**config.mk**
```make
export PLATFORM = sky130hd
export DESIGN_NAME = spm_parser
export DESIGN_NICKNAME = d
export VERILOG_FILES = /design/src/include/spm_pkg.sv /design/src/rtl/spm_fifo.sv /design/src/rtl/spm_parser.sv
export SDC_FILE = /design/constraint.sdc
export NUM_CORES = 1
export LEC_CHECK = 0
export BUFFER_PORTS_ARGS = -buffer_cell sky130_fd_sc_hd__buf_2
export CORE_AREA = 2 2 210 171
export CTS_CLUSTER_DIAMETER = 200
export DETAILED_ROUTE_END_ITERATION = 8
export DIE_AREA = 0 0 212 173
export PLACE_DENSITY = 0.66
export SLEW_MARGIN = 20
export SYNTH_ARGS = -nofsm -noshare
export SYNTH_HDL_FRONTEND = slang
export SYNTH_SLANG_ARGS = --single-unit
```
**constraint.sdc**
```tcl
create_clock -name SYS_CLK -period 5.95 [get_ports SYS_CLK]
set_input_delay 0.2975 -clock SYS_CLK [delete_from_list [all_inputs] [get_ports SYS_CLK]]
set_output_delay 0.2975 -clock SYS_CLK [all_outputs]
set_load 0.03 [all_outputs]
```
**src/include/spm_pkg.sv**
```systemverilog
/*
 * Shared constants, types and helper functions of the program message parser:
 * character codes, keyword table, unit record and parser states.
 * Assumes the includer compiles this package before the parser and its FIFO.
 */
package spm_pkg;

   // character codes seen on the command stream
   localparam logic [7:0] SPM_CH_NL    = 8'h0A;   // newline_char, sole terminator
   localparam logic [7:0] SPM_CH_COLON = 8'h3A;
   localparam logic [7:0] SPM_CH_SEMI  = 8'h3B;
   localparam logic [7:0] SPM_CH_QMARK = 8'h3F;
   localparam logic [7:0] SPM_CH_SPACE = 8'h20;
   localparam logic [7:0] SPM_CH_DOT   = 8'h2E;
   localparam logic [7:0] SPM_CH_PLUS  = 8'h2B;
   localparam logic [7:0] SPM_CH_MINUS = 8'h2D;
   localparam logic [7:0] SPM_CH_ZERO  = 8'h30;
   localparam logic [7:0] SPM_CH_NINE  = 8'h39;
   localparam logic [7:0] SPM_CH_UC_A  = 8'h41;
   localparam logic [7:0] SPM_CH_UC_Z  = 8'h5A;

   // sizes of the keyword store, hierarchy and parameter capture
   localparam int SPM_KW_CHARS   = 12;
   localparam int SPM_KW_NUM     = 16;
   localparam int SPM_MAX_DEPTH  = 4;
   localparam int SPM_STR_CHARS  = 4;
   localparam int SPM_FIFO_DEPTH = 8;
   localparam int SPM_SHORT_ALL  = 4;   // long forms this short are their own short form
   localparam int SPM_SHORT_VOW  = 3;   // short length when the fourth letter is a vowel
   localparam int SPM_SHORT_CON  = 4;   // short length otherwise

   typedef logic [8*SPM_KW_CHARS-1:0] spm_kw_t;
   typedef logic [3:0]                spm_idx_t;
   typedef logic [1:0]                spm_lvl_t;
   typedef logic [2:0]                spm_depth_t;

   // recognised long forms, right aligned, upper case
   localparam spm_kw_t SPM_KW_TABLE [SPM_KW_NUM] = '{
      spm_kw_t'("STATUS"),    spm_kw_t'("OUTPUT"),  spm_kw_t'("VOLTAGE"),  spm_kw_t'("CURRENT"),
      spm_kw_t'("MEASURE"),   spm_kw_t'("TRIGGER"), spm_kw_t'("LEVEL"),    spm_kw_t'("IMMEDIATE"),
      spm_kw_t'("ENABLE"),    spm_kw_t'("EVENT"),   spm_kw_t'("MODE"),     spm_kw_t'("LIST"),
      spm_kw_t'("PRESET"),    spm_kw_t'("OPERATION"), spm_kw_t'("QUESTIONABLE"), spm_kw_t'("CONDITION")};

   // entries accepted only when fully spelled (bit per table entry)
   localparam logic [SPM_KW_NUM-1:0] SPM_LONG_ONLY_RST = 16'h8000;

   typedef enum logic [1:0] {SPM_PAR_NONE, SPM_PAR_NUM, SPM_PAR_STR} spm_par_t;

   typedef enum logic [2:0] {SPM_ST_START, SPM_ST_KW, SPM_ST_QRY, SPM_ST_PARAM, SPM_ST_DISCARD} spm_state_t;

   // one received character with its end_of_line_flag
   typedef struct packed {
      logic [7:0] ch;
      logic       end_of_line_flag;
   } spm_rx_t;

   // one decoded message unit
   typedef struct packed {
      spm_idx_t [SPM_MAX_DEPTH-1:0] path;    // keyword index per level
      spm_depth_t                   depth;   // number of valid levels
      logic                         query;
      spm_par_t                     kind;
      logic                         neg;
      logic [15:0]                  num;     // integer part of a numeric parameter
      logic [8*SPM_STR_CHARS-1:0]   str;     // first characters of a string parameter
   } spm_unit_t;

   // count of characters in a right aligned keyword
   function automatic int spm_kw_len(spm_kw_t t);
      int n;
      n = 0;
      for (int i = 0; i < SPM_KW_CHARS; i++) begin
         if (t[8*i+:8] != 8'h00) begin
            n = n + 1;
         end
      end
      return n;
   endfunction

   // length of the short form derived from the long form
   function automatic int spm_short_len(spm_kw_t t);
      int         n;
      logic [7:0] c4;
      n  = spm_kw_len(t);
      c4 = 8'h00;
      if (n <= SPM_SHORT_ALL) begin
         return n;
      end
      c4 = t[8*(n-4)+:8];
      if (c4 == "A" || c4 == "E" || c4 == "I" || c4 == "O" || c4 == "U") begin
         return SPM_SHORT_VOW;
      end
      return SPM_SHORT_CON;
   endfunction

endpackage

```
**src/rtl/spm_fifo.sv**
```systemverilog
/*
 * Synchronous FIFO with a registered read stage, valid/ready on both sides.
 * Assumes one clock and an active low asynchronous reset shared with its user.
 */
`timescale 1ns/100ps
module spm_fifo #(
   parameter int WIDTH = 9,
   parameter int DEPTH = 8
) (
   input  wire logic             clk,
   input  wire logic             rst_n,
   input  wire logic [WIDTH-1:0] in_data,
   input  wire logic             in_valid,
   output logic                  in_ready,
   output logic [WIDTH-1:0]      out_data,
   output logic                  out_valid,
   input  wire logic             out_ready,
   output logic                  full
);
   localparam int AW = $clog2(DEPTH);
   localparam int CW = $clog2(DEPTH + 1);

   logic [WIDTH-1:0] mem_q [DEPTH];
   logic [AW-1:0]    wptr_q, wptr_d, rptr_q, rptr_d;
   logic [CW-1:0]    cnt_q, cnt_d;
   logic [WIDTH-1:0] out_q, out_d;
   logic             vld_q, vld_d;
   logic             push, load;

   // pointer, count and output stage next values
   always_comb begin
      full     = (cnt_q == CW'(DEPTH));
      in_ready = !full;
      push     = in_valid && !full;
      load     = (cnt_q != '0) && (!vld_q || out_ready);
      wptr_d   = wptr_q;
      rptr_d   = rptr_q;
      if (push) begin
         wptr_d = (wptr_q == AW'(DEPTH - 1)) ? '0 : wptr_q + AW'(1);
      end
      if (load) begin
         rptr_d = (rptr_q == AW'(DEPTH - 1)) ? '0 : rptr_q + AW'(1);
      end
      cnt_d = cnt_q + CW'(push) - CW'(load);
      out_d = load ? mem_q[rptr_q] : out_q;
      vld_d = load ? 1'b1 : (vld_q && !out_ready);
   end

   // storage array, no reset needed
   always_ff @(posedge clk) begin
      if (push) begin
         mem_q[wptr_q] <= in_data;
      end
   end

   // control registers
   always_ff @(posedge clk or negedge rst_n) begin
      if (!rst_n) begin
         wptr_q <= '0;
         rptr_q <= '0;
         cnt_q  <= '0;
         out_q  <= '0;
         vld_q  <= 1'b0;
      end else begin
         wptr_q <= wptr_d;
         rptr_q <= rptr_d;
         cnt_q  <= cnt_d;
         out_q  <= out_d;
         vld_q  <= vld_d;
      end
   end

   assign out_data  = out_q;
   assign out_valid = vld_q;
endmodule

```
**src/rtl/spm_parser.sv**
```systemverilog
/*
 * Character level parser of program messages: keywords, separators, query,
 * parameter and terminator, with the character FIFO in front of it.
 * Assumes characters arrive from logic on SYS_CLK with valid/ready handshake.
 */
// Summary of operation
// [RULE1] short form: all, first four, or three
// [RULE2] wrong truncation of keyword raises error
// [RULE3] controller sends full or exact short form
// [RULE4] keyword matching ignores letter case
// [RULE5] long form accepted; some keywords long only
// [RULE6] colon separates keywords, descends one level
// [RULE7] question mark only after last keyword
// [RULE8] space then numeric or string parameter
// [RULE9] newline or end_of_line_flag ends message
// [RULE10] units then one terminator form message
// [RULE11] controller sends list commands as one message
// [RULE12] line feed is the only terminator
// [RULE13] semicolon splits units, same level kept
// [RULE14] leading colon returns to root
// [RULE15] terminator returns parser to root
// [RULE16] on error discard to terminator, flag
`timescale 1ns/100ps
module spm_parser #(
   parameter logic [spm_pkg::SPM_KW_NUM-1:0] LONG_ONLY = spm_pkg::SPM_LONG_ONLY_RST
) (
   input  wire logic               SYS_CLK,
   input  wire logic               RSTN,
   input  wire logic [7:0]         RX_CHAR,
   input  wire logic               END_OF_LINE_FLAG,
   input  wire logic               RX_VALID,
   output logic                    RX_READY,
   output logic                    UNIT_VALID,
   output spm_pkg::spm_unit_t      UNIT,
   output logic                    ERR_FLAG,
   input  wire logic               ERR_CLR
);
   localparam int N = spm_pkg::SPM_KW_NUM;

   spm_pkg::spm_rx_t    rx_in, rx_out;
   logic                rx_vld, rx_rdy;
   spm_pkg::spm_state_t st_q, st_d;
   spm_pkg::spm_kw_t    buf_q, buf_d;
   logic [3:0]          len_q, len_d;
   spm_pkg::spm_lvl_t   lvl_q, lvl_d;
   spm_pkg::spm_unit_t  cur_q, cur_d, unit_q, unit_d;
   logic [2:0]          slen_q, slen_d;
   logic                frac_q, frac_d, pend_q, pend_d, uv_q, uv_d, err_q, err_d;
   logic [N-1:0]        hit;
   logic                kw_hit, take, act, is_term, bad, emit, record;
   logic [7:0]          ch, cu;
   spm_pkg::spm_idx_t   kw_idx;

   assign rx_in = '{ch: RX_CHAR, end_of_line_flag: END_OF_LINE_FLAG};

   // character buffer ahead of the parser; stalls while a flagged end is pending
   spm_fifo #(
      .WIDTH ($bits(spm_pkg::spm_rx_t)),
      .DEPTH (spm_pkg::SPM_FIFO_DEPTH)
   ) u_fifo (
      .clk       (SYS_CLK),
      .rst_n     (RSTN),
      .in_data   (rx_in),
      .in_valid  (RX_VALID),
      .in_ready  (RX_READY),
      .out_data  (rx_out),
      .out_valid (rx_vld),
      .out_ready (rx_rdy),
      .full      ()
   );

   // keyword comparators, one per table entry
   for (genvar i = 0; i < N; i++) begin : g_kw
      localparam spm_pkg::spm_kw_t T  = spm_pkg::SPM_KW_TABLE[i];
      localparam int               LL = spm_pkg::spm_kw_len(T);
      localparam int               SL = spm_pkg::spm_short_len(T);
      // [RULE1] [RULE5] full or short form
      assign hit[i] = (len_q == 4'(LL) && buf_q == T)
                   || (!LONG_ONLY[i] && len_q == 4'(SL) && buf_q == (T >> (8 * (LL - SL))));
   end

   // lowest matching entry wins
   always_comb begin
      kw_idx = '0;
      for (int i = N - 1; i >= 0; i--) begin
         if (hit[i]) begin
            kw_idx = spm_pkg::spm_idx_t'(i);
         end
      end
      kw_hit = |hit;
   end

   assign rx_rdy = !pend_q;
   assign take   = rx_vld && rx_rdy;
   assign act    = take || pend_q;
   assign ch     = pend_q ? spm_pkg::SPM_CH_NL : rx_out.ch;
   // [RULE4] fold lower case letters to upper case
   assign cu     = (ch >= 8'h61 && ch <= 8'h7A) ? {ch[7:6], 1'b0, ch[4:0]} : ch;

   // parser next state
   always_comb begin
      st_d   = st_q;
      buf_d  = buf_q;
      len_d  = len_q;
      lvl_d  = lvl_q;
      cur_d  = cur_q;
      slen_d = slen_q;
      frac_d = frac_q;
      bad    = 1'b0;
      emit   = 1'b0;
      record = 1'b0;
      // [RULE9] [RULE12] newline or flagged character ends the message
      is_term = act && (ch == spm_pkg::SPM_CH_NL);
      pend_d  = take && rx_out.end_of_line_flag && (rx_out.ch != spm_pkg::SPM_CH_NL);
      if (act) begin
         case (st_q)
            spm_pkg::SPM_ST_START: begin
               cur_d  = '{path: cur_q.path, kind: spm_pkg::SPM_PAR_NONE, default: '0};
               slen_d = '0;
               frac_d = 1'b0;
               buf_d  = '0;
               len_d  = '0;
               if (is_term || cu == spm_pkg::SPM_CH_SPACE) begin
                  st_d = spm_pkg::SPM_ST_START;
               end else if (cu == spm_pkg::SPM_CH_COLON) begin
                  // [RULE14] root specifier
                  lvl_d = '0;
                  st_d  = spm_pkg::SPM_ST_KW;
               end else if (cu >= spm_pkg::SPM_CH_UC_A && cu <= spm_pkg::SPM_CH_UC_Z) begin
                  buf_d = spm_pkg::spm_kw_t'(cu);
                  len_d = 4'd1;
                  st_d  = spm_pkg::SPM_ST_KW;
               end else begin
                  bad = 1'b1;
               end
            end
            spm_pkg::SPM_ST_KW: begin
               if (cu >= spm_pkg::SPM_CH_UC_A && cu <= spm_pkg::SPM_CH_UC_Z) begin
                  bad   = (len_q == 4'(spm_pkg::SPM_KW_CHARS));
                  buf_d = {buf_q[8*spm_pkg::SPM_KW_CHARS-9:0], cu};
                  len_d = len_q + 4'd1;
               end else if (len_q == '0 || !kw_hit) begin
                  // [RULE2] no form matches
                  bad = 1'b1;
               end else begin
                  record = 1'b1;
                  buf_d  = '0;
                  len_d  = '0;
                  if (is_term) begin
                     emit = 1'b1;
                     st_d = spm_pkg::SPM_ST_START;
                  end else begin
                     case (cu)
                        spm_pkg::SPM_CH_COLON: begin
                           // [RULE6] descend one level
                           bad   = (lvl_q == spm_pkg::spm_lvl_t'(spm_pkg::SPM_MAX_DEPTH - 1));
                           lvl_d = lvl_q + 2'd1;
                        end
                        spm_pkg::SPM_CH_QMARK: begin
                           cur_d.query = 1'b1;
                           st_d        = spm_pkg::SPM_ST_QRY;
                        end
                        spm_pkg::SPM_CH_SPACE: st_d = spm_pkg::SPM_ST_PARAM;
                        spm_pkg::SPM_CH_SEMI: begin
                           emit = 1'b1;
                           st_d = spm_pkg::SPM_ST_START;
                        end
                        default: bad = 1'b1;
                     endcase
                  end
               end
            end
            spm_pkg::SPM_ST_QRY: begin
               // [RULE7] only a parameter or unit end may follow the query mark
               if (is_term || cu == spm_pkg::SPM_CH_SEMI) begin
                  emit = 1'b1;
                  st_d = spm_pkg::SPM_ST_START;
               end else if (cu == spm_pkg::SPM_CH_SPACE) begin
                  st_d = spm_pkg::SPM_ST_PARAM;
               end else begin
                  bad = 1'b1;
               end
            end
            spm_pkg::SPM_ST_PARAM: begin
               // [RULE8] numeric or string parameter
               if (is_term || cu == spm_pkg::SPM_CH_SEMI) begin
                  emit = 1'b1;
                  st_d = spm_pkg::SPM_ST_START;
               end else if (cu == spm_pkg::SPM_CH_SPACE) begin
                  st_d = spm_pkg::SPM_ST_PARAM;
               end else if (cur_q.kind != spm_pkg::SPM_PAR_STR && cu >= spm_pkg::SPM_CH_ZERO
                            && cu <= spm_pkg::SPM_CH_NINE) begin
                  cur_d.kind = spm_pkg::SPM_PAR_NUM;
                  if (!frac_q) begin
                     cur_d.num = 16'(cur_q.num * 16'd10) + {8'h00, cu - spm_pkg::SPM_CH_ZERO};
                  end
               end else if (cur_q.kind != spm_pkg::SPM_PAR_STR && cu == spm_pkg::SPM_CH_DOT) begin
                  cur_d.kind = spm_pkg::SPM_PAR_NUM;
                  frac_d     = 1'b1;
               end else if (cur_q.kind == spm_pkg::SPM_PAR_NONE
                            && (cu == spm_pkg::SPM_CH_PLUS || cu == spm_pkg::SPM_CH_MINUS)) begin
                  cur_d.kind = spm_pkg::SPM_PAR_NUM;
                  cur_d.neg  = (cu == spm_pkg::SPM_CH_MINUS);
               end else if (cur_q.kind != spm_pkg::SPM_PAR_NUM && ((cu >= spm_pkg::SPM_CH_UC_A
                            && cu <= spm_pkg::SPM_CH_UC_Z) || (cur_q.kind == spm_pkg::SPM_PAR_STR
                            && cu >= spm_pkg::SPM_CH_ZERO && cu <= spm_pkg::SPM_CH_NINE))) begin
                  cur_d.kind = spm_pkg::SPM_PAR_STR;
                  if (slen_q != 3'(spm_pkg::SPM_STR_CHARS)) begin
                     cur_d.str = {cur_q.str[8*spm_pkg::SPM_STR_CHARS-9:0], cu};
                     slen_d    = slen_q + 3'd1;
                  end
               end else begin
                  bad = 1'b1;
               end
            end
            spm_pkg::SPM_ST_DISCARD: begin
               // [RULE16] drop characters until the terminator
               if (is_term) begin
                  st_d = spm_pkg::SPM_ST_START;
               end
            end
            default: bad = 1'b1;
         endcase
         if (record) begin
            cur_d.path[lvl_q] = kw_idx;
            cur_d.depth       = spm_pkg::spm_depth_t'(lvl_q) + 3'd1;
         end
         if (bad) begin
            emit  = 1'b0;
            buf_d = '0;
            len_d = '0;
            st_d  = is_term ? spm_pkg::SPM_ST_START : spm_pkg::SPM_ST_DISCARD;
         end
         // [RULE15] back to root at every terminator
         if (is_term) begin
            lvl_d = '0;
         end
      end
      // [RULE10] [RULE13] a unit is complete at semicolon or terminator
      uv_d   = emit;
      unit_d = emit ? cur_d : unit_q;
      // [RULE16] sticky error, a new error wins over the clear
      err_d  = bad || (err_q && !ERR_CLR);
   end

   // parser registers
   always_ff @(posedge SYS_CLK or negedge RSTN) begin
      if (!RSTN) begin
         st_q   <= spm_pkg::SPM_ST_START;
         buf_q  <= '0;
         len_q  <= '0;
         lvl_q  <= '0;
         cur_q  <= '0;
         slen_q <= '0;
         frac_q <= 1'b0;
         pend_q <= 1'b0;
         uv_q   <= 1'b0;
         unit_q <= '0;
         err_q  <= 1'b0;
      end else begin
         st_q   <= st_d;
         buf_q  <= buf_d;
         len_q  <= len_d;
         lvl_q  <= lvl_d;
         cur_q  <= cur_d;
         slen_q <= slen_d;
         frac_q <= frac_d;
         pend_q <= pend_d;
         uv_q   <= uv_d;
         unit_q <= unit_d;
         err_q  <= err_d;
      end
   end

   assign UNIT_VALID = uv_q;
   assign UNIT       = unit_q;
   assign ERR_FLAG   = err_q;
endmodule

```
==> impl_metrics.toml, run 1 <==
[run_status]
status = "finished, final reports clean"

[placed_design]
io_buffers = 86
pre_cts_slack_ps = 1100
gp_congestion = 0.988
dp_hpwl_mm = 30.2
dp.cells = 2100

[cells_and_area]
final_cells = 2168
fin_nets = 1736
drive_gt1_share_pct = 17.2
fillers = 2970
diodes = 0
syn2layout_area_growth_pct = 12.5

[timing]
relSlewSlack_pct = 27.2
finalSetupViolations = 0
fin_crit_sh_pct = 83.9
finalCriticalPeriod_ps = 4990
setup-tns-final_ps = 0
finalHoldViolations = 0
tightest_slew_ps = 1070
layout_setup_ws_ps = 960
rsz0062_at_grt = "no"
finalClockSkew_ps = 17.8
slew_viol_final = 0
max_freq_ghz = 0.200

[synth]
ys_types = 83
synth_edf_count = 72
syn_avg_cell_area_um2 = 10.7
syn_nets = 1668
ys.warnings.count = 0
ys_seq_area_share_pct = 52.7
synth_ff_type = "dfrtp_1"
synth-seq-cells = 346
syn_area_um2 = 17100
syn_inst = 1600
synthArstFlopShare_pct = 79.2

[clocking]
clk_latency_ps = 530
ctsHoldBuffers = 2
cts_tree = "done"
htree_levels = 2
clk_pin_slew_worst_paths_ps = 60
ctsResizeCount = 0
cts.sinks = 346
max-clock-path-buffers = 3
clock-root-buffer = "clkbuf_16"
post_cts_buffers = 0
numCtsBuffers = 36

[detailed_routing]
wirelength_mm = 42.6
routed.top_layer = "met4"
first_pass_iters = 5
num_vias = 12700
detail_route.wl_per_cell_um = 19.7
drt-initial-drc-count = 1065
vias_per_cell = 5.84
wl_met3_mm = 2.87
wl_met1_mm = 20.9
wl_met2_mm = 18.1
drc = 0
antenna_left = 0

[floorplan]
fp.dieH_um = 173
dieWidth_um = 212
fp.coreArea_um2 = 34400
start_util_pct = 49.8
fp-row-count = 61
dieArea_um2 = 36700
ios = 87

[pwr]
powerDensity_nw_per_um2 = 363
p_leak_nw = 8.36
peakVddDrop_uv = 338

[grt]
antenna_found_initial = 0
grtUsageTotal_pct = 23.7
grt-ovfl-total = 0
grt_max_degree = 159
grt_pass1_vias = 12200
grt_pass1_wl_mm = 69.1

[critical_path]
end_kind = "flop"
cp_max_fo = 25
path_cells = "nor3_1 > nor3b_1 > o311ai_1 > inv_1 > ha_1 > nand2_1 > nor4_1 > or2_2 > nor2_1 > o211ai_1 > a21oi_1 > and3_1 > a22o_1 > mux2_2"
cpPeakStageDelay_ps = 880
path_delay_family = "simple AND/OR/NAND/NOR gates"
start_kind = "flop"
worstSetupPathType = "flop to flop"
cp.buffers_inverters = 1
crit_required_ps = 6420
worst_ep_arrival_time_ps = 5460
critPathSlowestCell = "o311ai_1"

[job]
drv_cap = 0

[hold_path]
worstHoldPathType = "primary input to flop"
==> final timing paths <==
kind | slack [ps] | depth (start not counted) | start | to
min in group asynchronous | 410 | 2 | RSTN | buf_q[82]
worst max-delay path | 960 | 14 | u_fifo.out_data[3] | UNIT[28]
worst min register to register | 480 | 2 | u_fifo.out_data[0] | u_fifo.out_data[0]
worst max register to register | 960 | 14 | u_fifo.out_data[3] | UNIT[28]
max in group asynchronous | 4120 | 3 | RSTN | UNIT[40]
worst min-delay path | 40 | 1 | RX_CHAR[7] | u_fifo.mem_q[6][8]
==> report_power, final <==
group | internal (mW) | switching, mW
Clock | 1.38 | 0.944
Sequential | 2.60 | 0.235
Combinational | 0.573 | 1.26
Total | 4.55 | 2.44
==> per-stage QoR <==
stage	power, mW	util (%)	cell area [um^2]	hold WS [ps]
finish	7.00	56.0	19300	39.4
detailed placement	4.72	52.4	18000	438
global placement	4.69	52.4	18000	427
CTS	7.05	55.9	19300	16.2
floorplan	4.20	-	17100	1.91
global route	7.42	56.0	19300	26.7
==> synthesized netlist by cell type, drive strengths merged (4+ instances only) <==
| master | n | area [um^2] |
|---|---|---|
| or2 | 8 | 50.1 |
| xor2 | 10 | 87.6 |
| nor2b | 23 | 144 |
| nor3 | 44 | 220 |
| nand2b | 12 | 75.1 |
| xnor2 | 18 | 158 |
| inv | 44 | 165 |
| dfrtp | 274 | 6860 |
| o221ai | 4 | 41.3 |
| nor4b | 21 | 235 |
| mux4 | 18 | 405 |
| a21o | 6 | 45.0 |
| a31oi | 8 | 50.1 |
| a22o | 40 | 350 |
| nand4b | 9 | 78.8 |
| edfxtp | 72 | 2160 |
| a32o | 5 | 50.1 |
| nand3b | 5 | 37.5 |
| nor4 | 29 | 188 |
| nand2 | 296 | 1110 |
| nand3 | 44 | 225 |
| nor4bb | 14 | 140 |
| clkbuf | 57 | 215 |
| o22ai | 4 | 25.0 |
| o211ai | 7 | 52.6 |
| and3b | 4 | 35.0 |
| nor2 | 67 | 251 |
| or3 | 5 | 31.3 |
| mux2i | 15 | 150 |
| nor3b | 9 | 72.6 |
| o31ai | 6 | 45.0 |
| buf | 17 | 113 |
| nand4 | 40 | 256 |
| and3 | 11 | 68.8 |
| o21ai | 140 | 704 |
| and2 | 13 | 81.3 |
| ha | 53 | 663 |
| mux2 | 84 | 950 |
| a21oi | 20 | 100 |
==> final cells by class <==
cell class | instances | area (um^2) | area share (%)
Sequential cell | 346 | 9020 | 46.8
Multi-Input combinational cell | 1136 | 7690 | 39.9
Clock buffer | 50 | 1010 | 5.27
Timing Repair Buffer | 104 | 593 | 3.08
Tap cell | 472 | 591 | 3.07
Clock inverter | 16 | 195 | 1.01
Inverter | 44 | 165 | 0.857
==> per-layer routing <==
metal / global-route usage, % / vias to the layer above
met5: 0 / -
li1: - / 5964
met3: 4.20 / 66
met4: 5.40 / 0
met1: 37.6 / 6224
met2: 33.7 / 414
==> flip-flops by register name (all words and copies together), names as in the netlist, 3 cells and up <==
name,cells
st_q,3
UNIT,71
u_fifo.wptr_q,3
slen_q,3
len_q,4
u_fifo.rptr_q,3
u_fifo.out_data,9
u_fifo.mem_q,72
cur_q,71
buf_q,96
u_fifo.cnt_q,4
==> logic make-up after synthesis <==
group | synth area share [%]
simple gates | 19.8
flops | 52.7
compound gates | 10.2
buf+inv | 2.88
mux | 8.79
fa+ha+maj | 4.22
xor+xnor | 1.43
==> placed cells by master (no fill, tap or decap), types with 13 or more instances in the layout <==
| master | synthesis | layout |
|---|---|---|
| nand2_1 | 296 | 296 |
| dfrtp_1 | 274 | 274 |
| o21ai_0 | 137 | 137 |
| buf_2 | 6 | 85 |
| mux2_2 | 80 | 80 |
| edfxtp_1 | 72 | 72 |
| nor2_1 | 67 | 67 |
| ha_1 | 53 | 53 |
| inv_1 | 43 | 43 |
| nand3_1 | 43 | 43 |
| a22o_1 | 40 | 40 |
| nor3_1 | 44 | 39 |
| nand4_1 | 39 | 39 |
| clkbuf_16 | 0 | 37 |
| nor4_1 | 28 | 28 |
| nor2b_1 | 23 | 23 |
| a21oi_1 | 20 | 20 |
| xnor2_1 | 18 | 18 |
| mux4_2 | 18 | 18 |
| nor4b_1 | 17 | 16 |
| mux2i_1 | 15 | 15 |
| buf_4 | 3 | 15 |
| nor4bb_1 | 14 | 13 |
| and2_1 | 13 | 13 |
Power figures use the tool's default switching activity.
==> run 2, diff against run 1 <==
--- a/config.mk
+++ b/config.mk
@@ -5,12 +5,13 @@
 export SDC_FILE = /design/constraint.sdc
 export NUM_CORES = 1
 export LEC_CHECK = 0
+export ABC_AREA = 1
 export BUFFER_PORTS_ARGS = -buffer_cell sky130_fd_sc_hd__buf_2
-export CORE_AREA = 2 2 210 171
+export CORE_AREA = 2 2 232 188
 export CTS_CLUSTER_DIAMETER = 200
 export DETAILED_ROUTE_END_ITERATION = 8
-export DIE_AREA = 0 0 212 173
-export PLACE_DENSITY = 0.66
+export DIE_AREA = 0 0 234 190
+export PLACE_DENSITY = 0.65
 export SLEW_MARGIN = 20
 export SYNTH_ARGS = -nofsm -noshare
 export SYNTH_HDL_FRONTEND = slang
==> constraint.sdc (replaced) <==
create_clock -name SYS_CLK -period 5.2 [get_ports SYS_CLK]
set_input_delay 0.26 -clock SYS_CLK [delete_from_list [all_inputs] [get_ports SYS_CLK]]
set_output_delay 0.26 -clock SYS_CLK [all_outputs]
set_load 0.03 [all_outputs]
==> impl_metrics.toml, run 2 <==
[run_status]
status = "finished, final reports clean"

[clocking]
max-clock-path-buffers = 3
cts.sinks = 346
clk_pin_slew_worst_paths_ps = 60
cts_tree = "done"
post_cts_buffers = 0
clk_latency_ps = 580
numCtsBuffers = 38
clock-root-buffer = "clkbuf_16"
htree_levels = 2

[synth]
synth.largest_area_cell = "dfrtp_1"
yosys.area_share.simple_pct = 36.6
ys_top_cells_by_area = "dfrtp_1, nand2_1, edfxtp_1"
ys_seq_area_share_pct = 43.3
synth.area.mux_share_pct = 0
synth_top_area_share_pct = 32.9
synth_edf_count = 72
yosysMostFrequentCell = "nand2_1"
syn_area_um2 = 20800
ys.warnings.count = 0
synthArstFlopShare_pct = 79.2
synth_xor_area_share_pct = 1.01
syn_inst = 2921
synth_compound_gate_area_share_pct = 7.12
synth_commonest_cells = "nand2_1, nor2_1, inv_1, dfrtp_1, nand4_1"
synth-seq-cells = 346
syn_avg_cell_area_um2 = 7.14
syn_nets = 2989
synth_top_family_by_area = "simple AND/OR/NAND/NOR gates"
ys_types = 52
synth_fa_ha_area_share_pct = 3.37
synth_ff_type = "dfrtp_1"

[cells_and_area]
top_regs = "buf_q: 96 flops, u_fifo.mem_q: 72 flops"
top_register = "buf_q"
most-common-layout-cells = "nand2_1, nor2_1, inv_1"
fillers = 4162
layout_commonest_cell = "nand2_1"
multi_input_area_um2 = 10000
syn2layout_area_growth_pct = 10.6
seqCellArea_um2 = 9020
fin_nets = 3030
final_cells = 3552
drive_gt1_share_pct = 7.39
largest_register_ffs = 96

[grt]
gr-usage-met2_pct = 41.9
use_met3_pct = 5.31
grt-ovfl-total = 0
grt-busiest-layer = "met1"
grt_pass1_vias = 18500
antenna_found_initial = 0
grt_pass1_wl_mm = 102
grtUsageTotal_pct = 29.1
met1_usage_pct = 44.9
grt_max_degree = 165

[critical_path]
worst_ep_arrival_time_ps = 4910
end_kind = "flop"
crit_required_ps = 5700
worstSetupPathType = "flop to flop"
cp_max_fo = 44
start_kind = "flop"

[timing]
max_freq_ghz = 0.227
fin_crit_sh_pct = 84.8
finalClockSkew_ps = 22.6
finalSetupViolations = 0
layout_setup_ws_ps = 790
whs_ps = 92.0
tightest_slew_ps = 1170
rsz0062_at_grt = "no"
finalHoldViolations = 0
finalCriticalPeriod_ps = 4410
relSlewSlack_pct = 21.7
setup-tns-final_ps = 0
slew_viol_final = 0

[placed_design]
dp_hpwl_mm = 44.7
pre_cts_slack_ps = 892
io_buffers = 86
dp.cells = 3471
gp_congestion = 1.04

[job]
drv_cap = 0

[pwr]
peakVddDrop_uv = 368
p_leak_nw = 11.2
powerDensity_nw_per_um2 = 438

[detailed_routing]
detail_route.wl_per_cell_um = 18.0
wirelength_mm = 63.9
antenna_left = 0
first_pass_iters = 5
num_vias = 19700
drc = 0
drt-initial-drc-count = 2208
vias_per_cell = 5.53

[floorplan]
fp.coreArea_um2 = 42500
start_util_pct = 49.1
dieWidth_um = 234
fp.dieH_um = 190
ios = 87
fp-row-count = 68
dieArea_um2 = 44500

[hold_path]
worstHoldPathType = "primary input to flop"
-- run 2: where the power goes --
part           switching [mW]  internal [mW]  total, mW
Clock                    1.21           1.70       2.91
Combinational            3.02          0.948       3.97
Sequential              0.196           3.03       3.22
-- run 2: kinds of logic after synthesis --
group / Yosys count
simple gates: 1797
compound gates: 267
flops: 346
xor+xnor: 24
buf+inv: 432
fa+ha+maj: 55
-- run 2: metrics by stage --
stage	power (mW)	area (um^2)	utilization [%]
after detailed placement	7.19	21600	50.9
after global routing	10.7	23100	54.3
after CTS	10.1	23100	54.3
after floorplan	6.18	20900	-
final	10.1	23100	54.3
after global placement	7.12	21600	50.9
-- run 2: per-layer routing --
layer  vias to the layer above  share of wire [%]
met5                         -                  0
li1                       9572                  -
met1                      9331                 49
met3                        88                7.4
met2                       667                 42
met4                         0                1.9
-- run 2: path summary, 6_finish.rpt --
kind / from / end / cells past startpoint / slack (ps)
max in group asynchronous: RSTN / UNIT[44] / 3 / 3540
min in group asynchronous: RSTN / buf_q[39] / 2 / 280
hold reg to reg: UNIT[35] / UNIT[35] / 2 / 470
setup reg to reg: pend_q / buf_q[30] / 24 / 790
setup / recovery: pend_q / buf_q[30] / 24 / 790
hold / removal: RX_VALID / u_fifo.wptr_q[0] / 4 / 90
-- run 2: layout make-up --
class                           count  area share (%)
Multi-Input combinational cell   2143            43.6
Tap cell                          560            3.04
Inverter                          310            5.07
Timing Repair Buffer              123            3.40
Clock inverter                     25            1.45
Sequential cell                   346            39.1
Antenna cell                        1          0.0109
Clock buffer                       44            4.35
-- run 2: worst max-delay path: stages (launching register included) --
cell      delay [ps]
dfrtp_1          510
inv_1            190
nand2_1          160
nor3_1           390
nor4_1            80
o21ai_1          170
nand2_1          130
inv_1            130
ha_1             160
nand2_1           50
inv_1            110
nand2_1          170
nand2_1          200
nor2_1           110
inv_1            140
nor2_1            70
a21oi_1          130
a21boi_1         170
nand2_1           80
inv_2             70
nand2_2          100
inv_4            390
buf_12           280
nand4_1          190
nand2_1          130
-- run 2: repair_timing --
item,4_1_cts,5_1_grt
hold buffers,11,0
resized for setup,0,0
hold endpoints to repair,164,0
==> run 3, diff against run 2 <==
--- a/config.mk
+++ b/config.mk
@@ -5,13 +5,13 @@
 export SDC_FILE = /design/constraint.sdc
 export NUM_CORES = 1
 export LEC_CHECK = 0
-export ABC_AREA = 1
+export ABC_AREA = 0
 export BUFFER_PORTS_ARGS = -buffer_cell sky130_fd_sc_hd__buf_2
-export CORE_AREA = 2 2 232 188
+export CORE_AREA = 2 2 210 171
 export CTS_CLUSTER_DIAMETER = 200
 export DETAILED_ROUTE_END_ITERATION = 8
-export DIE_AREA = 0 0 234 190
-export PLACE_DENSITY = 0.65
+export DIE_AREA = 0 0 212 173
+export PLACE_DENSITY = 0.66
 export SLEW_MARGIN = 20
 export SYNTH_ARGS = -nofsm -noshare
 export SYNTH_HDL_FRONTEND = slang
==> constraint.sdc (replaced) <==
create_clock -name SYS_CLK -period 4.27 [get_ports SYS_CLK]
set_input_delay 0.2135 -clock SYS_CLK [delete_from_list [all_inputs] [get_ports SYS_CLK]]
set_output_delay 0.2135 -clock SYS_CLK [all_outputs]
set_load 0.03 [all_outputs]
==> impl_metrics.toml, run 3 (synthesis results as in run 1) <==
[cells_and_area]
largest_register_ffs = 96
layout_commonest_cell = "nand2_1"
fin_nets = 1797
top_regs = "buf_q: 96 flops, u_fifo.mem_q: 72 flops"
syn2layout_area_growth_pct = 16.1
top_register = "buf_q"
most-common-layout-cells = "nand2_1, dfrtp_1, o21ai_0"
drive_gt1_share_pct = 19.7

[pwr]
power_frac_clock_pct = 32.7
p_leak_nw = 8.72
power_mw = 10.2
combPwrFrac_pct = 29.0
peakVddDrop_uv = 532
p_int_mw = 6.71
pwr-share-seq_pct = 38.3
p_sw_mw = 3.52
switching_share_pct = 34.4
powerDensity_nw_per_um2 = 514

[detailed_routing]
drc = 0
wl_met2_mm = 18.8
drt-initial-drc-count = 1176
detail_route.wl_per_cell_um = 19.9
wl_met3_mm = 2.94
num_vias = 12900
wirelength_mm = 44.4
wl_met1_mm = 21.8
vias_per_cell = 5.79
first_pass_iters = 5
antenna_left = 0
routed.top_layer = "met4"

[clocking]
clock-root-buffer = "clkbuf_16"
clk_latency_ps = 540
htree_levels = 2
clk_pin_slew_worst_paths_ps = 60
numCtsBuffers = 37
cts.sinks = 346
max-clock-path-buffers = 3
cts_tree = "done"

[critical_path]
worst_ep_arrival_time_ps = 4410
reg2reg_depth = 13
crit_required_ps = 4680
worstSetupPathType = "flop to flop"
start_kind = "flop"
end_kind = "flop"
cp_max_fo = 47

[timing]
finalClockSkew_ps = 12.7
setup-tns-final_ps = 0
relSlewSlack_pct = 32.6
tightest_slew_ps = 1010
finalHoldViolations = 0
fin_crit_sh_pct = 93.8
finalSetupViolations = 0
rsz0062_at_grt = "no"
finalCriticalPeriod_ps = 4000
whs_ps = 242
max_freq_ghz = 0.250
slew_viol_final = 0

[run_status]
status = "finished, final reports clean"

[grt]
grt_pass1_wl_mm = 72.2
grtUsageTotal_pct = 25.0
grt-ovfl-total = 0
antenna_found_initial = 1
grt_max_degree = 109
grt_pass1_vias = 12800

[floorplan]
dieArea_um2 = 36700
start_util_pct = 49.8
fp.dieH_um = 173
dieWidth_um = 212
ios = 87
fp-row-count = 61
fp.coreArea_um2 = 34400

[placed_design]
gp_congestion = 0.987
dp_hpwl_mm = 31.7
io_buffers = 86

[hold_path]
worstHoldPathCells = 3
worstHoldPathType = "primary input to flop"

[job]
drv_cap = 0
run 3: area by class of cell:
cell class | count | area, um^2
Clock inverter | 17 | 220
Fill cell | 2962 | 14500
Clock buffer | 50 | 1050
Timing Repair Buffer | 164 | 1130
Multi-Input combinational cell | 1136 | 7710
Inverter | 44 | 165
Tap cell | 472 | 591
Antenna cell | 1 | 2.50
Sequential cell | 346 | 9020
run 3: critical path: stages (launching register included):
cell and delay (ps):
dfrtp_1 430, inv_1 90, ha_1 260, and3b_1 270, nand4_1 220, nor4_1 100
a32oi_1 260, o22ai_1 170, a2111oi_4 520, nand4_2 210, buf_4 210, a31oi_4 170
buf_4 540, mux2_2 410
run 3: final timing paths:
path	from	slack [ps]	endpoint
worst max-delay path	len_q[0]	270	UNIT[41]
worst min-delay path	RX_VALID	240	u_fifo.wptr_q[0]
worst max register to register	len_q[0]	270	UNIT[41]
worst min register to register	buf_q[93]	480	buf_q[93]
max in group asynchronous	RSTN	2840	cur_q[29]
min in group asynchronous	RSTN	300	buf_q[82]
run 3: per-stage QoR:
step	instances	util, %	area (um^2)	setup slack (ps)
2_1_floorplan	1600	-	17100	369
3_3_place_gp	2151	53.6	18500	278
3_5_place_dp	2151	53.6	18500	162
4_1_cts	2229	57.6	19800	112
5_1_grt	2229	57.7	19900	7.48
6_report	2230	57.8	19900	266
run 3: per-layer routing:
layer / track usage (%) / up-vias
met5: 0 / -
met4: 6.13 / 0
met3: 5.56 / 70
met2: 35.8 / 387
met1: 38.4 / 6367
li1: - / 6090
run 3: repair_timing:
| item | in CTS | in global routing |
|---|---|---|
| hold endpoints to repair | 178 | 0 |
| resized for setup | 0 | 6 |
| buffers inserted | 0 | 0 |
| hold buffers | 11 | 0 |
| setup endpoints to repair | 0 | 167 |
run 3: power groups by stage:
stage / Sequential (mW) / Clock (mW) / Combinational [mW]
6_report: 3.91 / 3.34 / 2.97
5_1_grt: 3.95 / 3.56 / 3.31
4_1_cts: 3.91 / 3.41 / 2.96
3_5_place_dp: 3.96 / 0 / 2.93
3_3_place_gp: 3.95 / 0 / 2.88
2_1_floorplan: 3.82 / 0 / 2.04
